<file path="config.mk">
export PLATFORM = sky130hd
export DESIGN_NAME = converter_voltage_code_regs
export DESIGN_NICKNAME = d
export VERILOG_FILES = /design/src/shared/conv_code_pkg.sv /design/src/rtl/converter_voltage_code_regs.sv /design/src/rtl/conv_code_cell.sv
export SDC_FILE = /design/constraint.sdc
export NUM_CORES = 1
export LEC_CHECK = 0
export BUFFER_PORTS_ARGS = -buffer_cell sky130_fd_sc_hd__buf_2
export CAP_MARGIN = 20
export CORE_MARGIN = 2
export CORE_UTILIZATION = 55
export CTS_BUF_LIST = sky130_fd_sc_hd__clkbuf_4 sky130_fd_sc_hd__clkbuf_8 sky130_fd_sc_hd__clkbuf_16
export DETAILED_ROUTE_END_ITERATION = 6
export HOLD_SLACK_MARGIN = 0.08
export PLACE_DENSITY = 0.87
export REMOVE_ABC_BUFFERS = 1
export SYNTH_ARGS = -nofsm -noshare
export SYNTH_HDL_FRONTEND = slang
export SYNTH_SLANG_ARGS = --single-unit
</file>
<file path="constraint.sdc">
create_clock -name core_clk_i -period 3.5 [get_ports core_clk_i]
set_input_delay 0.525 -clock core_clk_i [delete_from_list [all_inputs] [get_ports core_clk_i]]
set_output_delay 0.525 -clock core_clk_i [all_outputs]
set_load 0.02 [all_outputs]
</file>
<file path="src/shared/conv_code_pkg.sv">
// shared constants and carriers for the converter voltage-code register bank
package conv_code_pkg;

   // =========================================================
   // register offsets on the serial control port
   localparam logic [7:0] OFS_CONV4_SLEEP_TARGET = 8'h95;
   localparam logic [7:0] OFS_CONV5_NORMAL_TARGET = 8'h96;
   localparam logic [7:0] OFS_CONV5_SLEEP_TARGET = 8'h97;
   localparam logic [7:0] OFS_CONV6_NORMAL_TARGET = 8'h98;

   // =========================================================
   // field layout
   localparam int CODE_MSB = 7;
   localparam int CODE_LSB = 1;
   localparam int FALL_SEL_BIT = 0;
   localparam int CODE_W = 7;
   localparam int NUM_REGS = 4;
   localparam logic [7:0] SLEEP_WRITE_MASK = 8'hFE;
   localparam logic [7:0] NORMAL_WRITE_MASK = 8'hFF;
   localparam logic [7:0] READ_UNMAPPED = 8'h00;

   // =========================================================
   // step range options
   localparam logic STEP_10MV = 1'b0;
   localparam logic STEP_25MV = 1'b1;

   // =========================================================
   // carriers
   typedef struct packed {
      logic wr;
      logic rd;
      logic [7:0] addr;
      logic [7:0] wdata;
   } reg_req_s;

   typedef struct packed {
      logic [CODE_W-1:0] code;
      logic passive_fall_sel;
      logic step_25mv;
   } conv_target_s;

endpackage

</file>
<file path="src/rtl/converter_voltage_code_regs.sv">
// register bank holding target voltage codes for converters four to six
`timescale 1ns/1ns
// Overview of operation
// - converter four sleep code, bits 7:1, read/write
// - converter five normal code, bits 7:1, read/write
// - converter five sleep code, bits 7:1, read/write
// - converter six normal code, bits 7:1, read/write
// - fall select 0: actively slew down
// - fall select 1: passive decay down
// - code uses fixed 10 or 25 mV steps
// - reset contents come from factory configuration
module converter_voltage_code_regs
   import conv_code_pkg::*;
(
   // clock and reset
   input wire logic core_clk_i,
   input wire logic resetn_i,
   // factory configuration, loaded once after reset release
   input wire logic [7:0] factory_conv4_sleep_i,
   input wire logic [7:0] factory_conv5_normal_i,
   input wire logic [7:0] factory_conv5_sleep_i,
   input wire logic [7:0] factory_conv6_normal_i,
   input wire logic [2:0] factory_step_25mv_i,
   // register access from the serial control port
   input wire reg_req_s req_i,
   output logic [7:0] rdata_o,
   output logic rvalid_o,
   output logic loaded_o,
   // targets to the converters
   input wire logic [2:0] sleep_active_i,
   output conv_target_s conv4_target_o,
   output conv_target_s conv5_target_o,
   output conv_target_s conv6_target_o,
   output logic [2:0] active_slew_down_o
);

   // =========================================================
   // factory load: caught by the first clock edge after release
   logic load_pend_r;
   logic [2:0] step_r;
   always_ff @(posedge core_clk_i or negedge resetn_i) begin
      if (!resetn_i) begin
         load_pend_r <= 1'b1;
      end else begin
         load_pend_r <= 1'b0;
      end
   end

   // loaded stays up until the next reset
   always_ff @(posedge core_clk_i or negedge resetn_i) begin
      if (!resetn_i) begin
         loaded_o <= 1'b0;
      end else if (load_pend_r) begin
         loaded_o <= 1'b1;
      end
   end

   always_ff @(posedge core_clk_i or negedge resetn_i) begin
      if (!resetn_i) begin
         step_r <= 3'h0;
      end else if (load_pend_r) begin
         step_r <= factory_step_25mv_i;
      end
   end

   // =========================================================
   // register cells
   logic [7:0] load_val [NUM_REGS];
   logic [7:0] mask [NUM_REGS];
   logic [7:0] ofs [NUM_REGS];
   logic [7:0] value [NUM_REGS];
   always_comb begin
      load_val[0] = factory_conv4_sleep_i;
      load_val[1] = factory_conv5_normal_i;
      load_val[2] = factory_conv5_sleep_i;
      load_val[3] = factory_conv6_normal_i;
      mask[0] = SLEEP_WRITE_MASK;
      mask[1] = NORMAL_WRITE_MASK;
      mask[2] = SLEEP_WRITE_MASK;
      mask[3] = NORMAL_WRITE_MASK;
      ofs[0] = OFS_CONV4_SLEEP_TARGET;
      ofs[1] = OFS_CONV5_NORMAL_TARGET;
      ofs[2] = OFS_CONV5_SLEEP_TARGET;
      ofs[3] = OFS_CONV6_NORMAL_TARGET;
   end

   // =========================================================
   // address decode, shared by the write strobes and the read mux
   logic [NUM_REGS-1:0] hit;
   always_comb begin
      hit = '0;
      for (int i = 0; i < NUM_REGS; i++) begin
         hit[i] = (req_i.addr == ofs[i]);
      end
   end

   // a write in the load cycle loses; software cannot race the factory image
   for (genvar g = 0; g < NUM_REGS; g++) begin : g_cell
      conv_code_cell u_cell (
         .core_clk_i(core_clk_i),
         .resetn_i(resetn_i),
         .load_i(load_pend_r),
         .load_val_i(load_val[g]),
         .wr_i(req_i.wr && hit[g]),
         .wdata_i(req_i.wdata),
         .mask_i(mask[g]),
         .value_o(value[g])
      );
   end

   // =========================================================
   // read path
   logic [7:0] rdata_nxt;
   always_comb begin
      rdata_nxt = READ_UNMAPPED;
      for (int i = 0; i < NUM_REGS; i++) begin
         if (hit[i]) begin
            rdata_nxt = value[i];
         end
      end
   end

   // read data holds the last answer until the next read
   always_ff @(posedge core_clk_i or negedge resetn_i) begin
      if (!resetn_i) begin
         rdata_o <= 8'h00;
      end else if (req_i.rd) begin
         rdata_o <= rdata_nxt;
      end
   end

   always_ff @(posedge core_clk_i or negedge resetn_i) begin
      if (!resetn_i) begin
         rvalid_o <= 1'b0;
      end else begin
         rvalid_o <= req_i.rd;
      end
   end

   // =========================================================
   // field views of the stored bytes
   logic [CODE_W-1:0] conv4_sleep_code;
   logic [CODE_W-1:0] conv5_normal_code;
   logic [CODE_W-1:0] conv5_sleep_code;
   logic [CODE_W-1:0] conv6_normal_code;
   logic conv5_passive_fall_sel;
   logic conv6_passive_fall_sel;
   logic [CODE_W-1:0] conv5_code_sel;
   always_comb begin
      conv4_sleep_code = value[0][CODE_MSB:CODE_LSB];
      conv5_normal_code = value[1][CODE_MSB:CODE_LSB];
      conv5_sleep_code = value[2][CODE_MSB:CODE_LSB];
      conv6_normal_code = value[3][CODE_MSB:CODE_LSB];
      conv5_passive_fall_sel = value[1][FALL_SEL_BIT];
      conv6_passive_fall_sel = value[3][FALL_SEL_BIT];
   end

   // sleep request for converter five swaps in its sleep code
   always_comb begin
      conv5_code_sel = conv5_normal_code;
      if (sleep_active_i[1]) begin
         conv5_code_sel = conv5_sleep_code;
      end
   end

   // =========================================================
   // converter targets
   // converter four normal code lives outside this bank, so its code shows the sleep target only
   always_ff @(posedge core_clk_i or negedge resetn_i) begin
      if (!resetn_i) begin
         conv4_target_o <= '0;
      end else begin
         conv4_target_o.code <= conv4_sleep_code;
         conv4_target_o.passive_fall_sel <= 1'b0;
         conv4_target_o.step_25mv <= step_r[0];
      end
   end

   always_ff @(posedge core_clk_i or negedge resetn_i) begin
      if (!resetn_i) begin
         conv5_target_o <= '0;
      end else begin
         conv5_target_o.code <= conv5_code_sel;
         conv5_target_o.passive_fall_sel <= conv5_passive_fall_sel;
         conv5_target_o.step_25mv <= step_r[1];
      end
   end

   always_ff @(posedge core_clk_i or negedge resetn_i) begin
      if (!resetn_i) begin
         conv6_target_o <= '0;
      end else begin
         conv6_target_o.code <= conv6_normal_code;
         conv6_target_o.passive_fall_sel <= conv6_passive_fall_sel;
         conv6_target_o.step_25mv <= step_r[2];
      end
   end

   // =========================================================
   // active pull-down enable while falling toward a lower code
   // converter four has no fall select here, so it always slews actively
   logic [2:0] slew_nxt;
   always_comb begin
      slew_nxt[0] = 1'b1;
      slew_nxt[1] = ~conv5_passive_fall_sel;
      slew_nxt[2] = ~conv6_passive_fall_sel;
   end

   always_ff @(posedge core_clk_i or negedge resetn_i) begin
      if (!resetn_i) begin
         active_slew_down_o <= 3'h0;
      end else begin
         active_slew_down_o <= slew_nxt;
      end
   end

endmodule // converter_voltage_code_regs

</file>
<file path="src/rtl/conv_code_cell.sv">
// one 8-bit target register cell with factory-loaded reset and write mask
`timescale 1ns/1ns
module conv_code_cell
   import conv_code_pkg::*;
(
   // clock and reset
   input wire logic core_clk_i,
   input wire logic resetn_i,
   // factory load
   input wire logic load_i,
   input wire logic [7:0] load_val_i,
   // write port
   input wire logic wr_i,
   input wire logic [7:0] wdata_i,
   input wire logic [7:0] mask_i,
   // contents
   output logic [7:0] value_o
);

   // =========================================================
   // storage
   always_ff @(posedge core_clk_i or negedge resetn_i) begin
      if (!resetn_i) begin
         value_o <= 8'h00;
      end else if (load_i) begin
         value_o <= load_val_i & mask_i;
      end else if (wr_i) begin
         value_o <= wdata_i & mask_i;
      end
   end

endmodule // conv_code_cell

</file>
==> impl_results.html <==
<table>
<tr><th>Metric</th><th>Value</th></tr>
<tr><th colspan="2">Pwr</th></tr>
<tr><td>Total net switching power</td><td>0.5009 mW</td></tr>
<tr><td>Pwr/cell area</td><td>459.8 nW/um2</td></tr>
<tr><td>Switching Share</td><td>27.50%</td></tr>
<tr><td>Clock share of power</td><td>a little under a third</td></tr>
<tr><td>Internal power of the cells</td><td>between 1 and 1.5 mW</td></tr>
<tr><td>Sequential Power Share</td><td>roughly 52%</td></tr>
<tr><td>Maximum ir drop on the vdd rail</td><td>roughly 0.24 mV</td></tr>
<tr><td>P_leak</td><td>roughly 1.7 nW</td></tr>
<tr><td>Combinational Power Share</td><td>roughly 16%</td></tr>
<tr><th colspan="2">Synth</th></tr>
<tr><td>Number of enable-type register cells in the synthesized netlist</td><td>0</td></tr>
<tr><td>Top cell type by total area after synthesis</td><td>sky130_fd_sc_hd__dfrtp_1</td></tr>
<tr><td>Most used standard cells in the synthesized netlist</td><td>sky130_fd_sc_hd__dfrtp_1, sky130_fd_sc_hd__clkbuf_1, sky130_fd_sc_hd__o31ai_1</td></tr>
<tr><td>Async set-reset flop share out of synthesis</td><td>100.0%</td></tr>
<tr><td>Most frequently used cell type in the post-synthesis netlist</td><td>sky130_fd_sc_hd__dfrtp_1</td></tr>
<tr><td>Seq/Total Area, Yosys</td><td>between 50% and 60%</td></tr>
<tr><td>Flop and latch count out of synthesis</td><td>73</td></tr>
<tr><td>Area of the mapped netlist</td><td>roughly 3300 um2</td></tr>
<tr><td>YS warnings</td><td>0</td></tr>
<tr><td>Synthesized-area fraction occupied by xor and xnor cells</td><td>0%</td></tr>
<tr><td>Multiplexer share of the synthesized area</td><td>5.784%</td></tr>
<tr><td>Synthesized-area fraction occupied by and/or/nand/nor cells</td><td>under 10%</td></tr>
<tr><td>Mean post-synth cell area</td><td>around 12 um2</td></tr>
<tr><td>Number of cells produced by synthesis</td><td>278</td></tr>
<tr><td>Count of unique library cells instantiated by Yosys</td><td>38</td></tr>
<tr><td>Combinational family with the most area after synthesis</td><td>compound AO/OA/AOI/OAI gates</td></tr>
<tr><td>Area share of the leading cell type in the synthesized netlist</td><td>a little over half</td></tr>
<tr><td>Ys flop type</td><td>sky130_fd_sc_hd__dfrtp_1</td></tr>
<tr><td>Area fraction in compound gates after synthesis</td><td>about a quarter</td></tr>
<tr><td>Top area cells in the synthesized netlist</td><td>sky130_fd_sc_hd__dfrtp_1, sky130_fd_sc_hd__mux2_2, sky130_fd_sc_hd__a2bb2oi_1, sky130_fd_sc_hd__o31ai_1, sky130_fd_sc_hd__a41oi_1</td></tr>
<tr><td>Area share of fa/ha/maj cells after synthesis</td><td>0%</td></tr>
<tr><th colspan="2">Floorplan</th></tr>
<tr><td>Total core area</td><td>roughly 5900 um2</td></tr>
<tr><td># IOs</td><td>between 90 and 100</td></tr>
<tr><td>Effective utilization at floorplan</td><td>a little under three fifths</td></tr>
<tr><td>Overall die width</td><td>81.57 um</td></tr>
<tr><td>Cell Rows</td><td>28</td></tr>
<tr><td>Chip Height</td><td>slightly above 80 um</td></tr>
<tr><td>Die area</td><td>6654 um2</td></tr>
<tr><th colspan="2">Placement</th></tr>
<tr><td>Number of port buffers</td><td>between 90 and 100</td></tr>
<tr><td>Half-perimeter wire length after placement</td><td>~5700 um</td></tr>
<tr><td># placed instances</td><td>between 400 and 500</td></tr>
<tr><td>Setup WS pre-CTS</td><td>1.413 ns</td></tr>
<tr><td>Last weighted congestion value of the routability-driven placer</td><td>0.8679</td></tr>
<tr><td>Total cell area at the placement stage</td><td>3789 um2</td></tr>
<tr><th colspan="2">Routing</th></tr>
<tr><td>DR vias/cell</td><td>roughly 6.5</td></tr>
<tr><td>Antenna-violating nets left</td><td>0</td></tr>
<tr><td>Count of TritonRoute iterations in the first routing pass</td><td>5</td></tr>
<tr><td>Detailed Route Iter0 Violations</td><td>roughly 350</td></tr>
<tr><td>Number of remaining DRC errors</td><td>0</td></tr>
<tr><td>Routed wire length</td><td>between 8000 and 9000 um</td></tr>
<tr><td>Total via count after detailed routing</td><td>about 2800</td></tr>
<tr><td>Average routed wire per standard cell</td><td>19.46 um</td></tr>
<tr><th colspan="2">Clock tree</th></tr>
<tr><td>CTS sink cnt</td><td>73</td></tr>
<tr><td>Number of gates resized after CTS</td><td>0</td></tr>
<tr><td>Number of buffers created by CTS</td><td>9</td></tr>
<tr><td>Maximum level of the CTS H-tree</td><td>3</td></tr>
<tr><td>CTS Hold Bufs</td><td>0</td></tr>
<tr><td>Clock network latency to the later pin of the worst-skew pair</td><td>around 0.35 ns</td></tr>
<tr><td>Clock Tree Root</td><td>sky130_fd_sc_hd__clkbuf_8</td></tr>
<tr><td>Clock slew seen by the registers of the worst setup and hold paths</td><td>about 0.070 ns</td></tr>
<tr><td>TritonCTS clock tree</td><td>done</td></tr>
<tr><td>Post-CTS setup repair buffer count</td><td>0</td></tr>
<tr><td>Number of buffers on the longest clock path</td><td>2</td></tr>
<tr><th colspan="2">STA</th></tr>
<tr><td>Worst max-slew margin expressed relative to the limit</td><td>a little over a third</td></tr>
<tr><td>Final number of hold-violating endpoints</td><td>0</td></tr>
<tr><td>Final critical delay including setup and external delays</td><td>~2.0 ns</td></tr>
<tr><td>Max-slew violation total from the final report</td><td>0</td></tr>
<tr><td>Worst Max-Slew Pin Slew</td><td>approximately 0.95 ns</td></tr>
<tr><td>Tcrit/Tclk final</td><td>approximately 56%</td></tr>
<tr><td>Setup TNS after final layout</td><td>0 ns</td></tr>
<tr><td>Worst Slack Setup Final</td><td>1.525 ns</td></tr>
<tr><td>Max Freq</td><td>about 510 MHz</td></tr>
<tr><td>Post-route clock skew</td><td>between 0.005 and 0.006 ns</td></tr>
<tr><td>Total of endpoints with negative setup slack in the final report</td><td>0</td></tr>
<tr><td>RSZ-0062 raised after global routing</td><td>no</td></tr>
<tr><th colspan="2">Outcome</th></tr>
<tr><td>Result of the run</td><td>completed</td></tr>
<tr><th colspan="2">Finish</th></tr>
<tr><td>Filler cells</td><td>453</td></tr>
<tr><td>Area used by multi-input combinational logic</td><td>about 1300 um2</td></tr>
<tr><td>Layout overhead on the synthesized area</td><td>19.70%</td></tr>
<tr><td>Layout Cell Area excl Fill</td><td>3961 um2</td></tr>
<tr><td>Core utilization of the finished layout</td><td>between 60% and 70%</td></tr>
<tr><td>Fraction of final layout cells with drive strength greater than 1</td><td>between 30% and 40%</td></tr>
<tr><td>Antenna cell count</td><td>0</td></tr>
<tr><td>Final cell count without fillers</td><td>436</td></tr>
<tr><td>Combined flip-flop and latch cell area</td><td>about 1800 um2</td></tr>
<tr><td>NumNets Final</td><td>414</td></tr>
<tr><th colspan="2">Worst setup path</th></tr>
<tr><td>Largest fanout on the critical path</td><td>36</td></tr>
<tr><td>Setup Crit Path Kind</td><td>reg2reg</td></tr>
<tr><td>Endpoint required time on the critical path</td><td>between 3 and 4 ns</td></tr>
<tr><td>Element type at the critical path end</td><td>flip-flop</td></tr>
<tr><td>WP data arrival</td><td>approximately 2.3 ns</td></tr>
<tr><td>Startpoint class of the critical path</td><td>flip-flop</td></tr>
<tr><th colspan="2">Global routing</th></tr>
<tr><td>Total global routing track utilization</td><td>a little over a quarter</td></tr>
<tr><td>Largest net degree at the start of global routing</td><td>between 40 and 50</td></tr>
<tr><td>Via count of the first global-routing pass</td><td>roughly 2700</td></tr>
<tr><td>Wire length of the first global-routing pass</td><td>around 13000 um</td></tr>
<tr><td>Remaining global-route overflow</td><td>0</td></tr>
<tr><td>Antenna violations before repair</td><td>0</td></tr>
<tr><th colspan="2">Job</th></tr>
<tr><td>Number of max-capacitance violations reported</td><td>0</td></tr>
<tr><th colspan="2">Worst hold path</th></tr>
<tr><td>Worst Hold Class</td><td>in2async</td></tr>
</table>
-- sequential cells by signal, summed over array words and instances (netlist names), 3 cells and up --
name and count:
conv4_target_o 8, conv6_target_o 9, step_r 3, rdata_o 8, active_slew_down_o 3, g_cell.u_cell.value_o 30, conv5_target_o 9
-- power groups by stage --
stage	Combinational [mW]	Clock, mW	Sequential [mW]
6_report	0.293	0.576	0.953
5_1_grt	0.318	0.627	0.959
4_1_cts	0.293	0.585	0.952
3_5_place_dp	0.291	0	0.967
3_3_place_gp	0.284	0	0.963
2_1_floorplan	0.115	0	1.00
-- placed cells by master, fill, tap and decap left out, types with 10 or more instances in the layout --
master,count
sky130_fd_sc_hd__nand4_1,10
sky130_fd_sc_hd__o31a_1,11
sky130_fd_sc_hd__mux2_2,17
sky130_fd_sc_hd__inv_1,15
sky130_fd_sc_hd__dfrtp_1,72
sky130_fd_sc_hd__a41oi_1,15
sky130_fd_sc_hd__a2bb2oi_1,20
sky130_fd_sc_hd__o31ai_1,23
sky130_fd_sc_hd__buf_2,92
sky130_fd_sc_hd__clkbuf_8,10
-- per-layer routing --
layer / GRT usage, % / wire length (um)
met1: 36.46 / 3379
met2: 43.69 / 4201
met3: 5.934 / 717
met4: 11.17 / 184
met5: 0 / 0
-- kinds of logic after synthesis --
| family | Yosys count |
|---|---|
| DFF | 73 |
| buffers and inverters | 49 |
| muxes | 17 |
| other | 2 |
| and+or+nand+nor | 34 |
| AOI/OAI and AO/OA | 103 |
-- stage by stage --
stage	hold slack, ns	total power [mW]
after floorplan	0.2294	1.118
after global placement	0.3542	1.247
after detailed placement	0.3662	1.259
after CTS	0.2224	1.830
after global routing	0.2432	1.905
final	0.2109	1.822
-- worst max-delay path, stage by stage, from the launching register on --
cell and delay [ns]:
sky130_fd_sc_hd__dfstp_2 0.82, sky130_fd_sc_hd__clkinv_1 0.37, sky130_fd_sc_hd__buf_4 0.36, sky130_fd_sc_hd__o41ai_1 0.15, sky130_fd_sc_hd__o22a_1 0.21
-- final cells by class --
type | instances | area share (%)
Sequential cell | 73 | 46.15
Multi-Input combinational cell | 157 | 32.66
Timing Repair Buffer | 99 | 12.95
Clock buffer | 12 | 3.853
Tap cell | 75 | 2.369
Inverter | 16 | 1.516
Clock inverter | 4 | 0.5054
-- worst paths after layout --
kind                                  start                     endpoint  slack [ns]  cells after the start
worst min register to register    step_r[2]            conv6_target_o[0]        0.38                      0
worst max-delay path            load_pend_r  g_cell[1].u_cell.value_o[0]        1.52                      4
worst max register to register  load_pend_r  g_cell[1].u_cell.value_o[0]        1.52                      4
min in group core_clk_i           step_r[2]            conv6_target_o[0]        0.38                      0
max in group asynchronous          resetn_i                  load_pend_r        2.47                      2
worst min-delay path               resetn_i  g_cell[1].u_cell.value_o[1]        0.21                      1
Power figures use the tool's default switching activity.
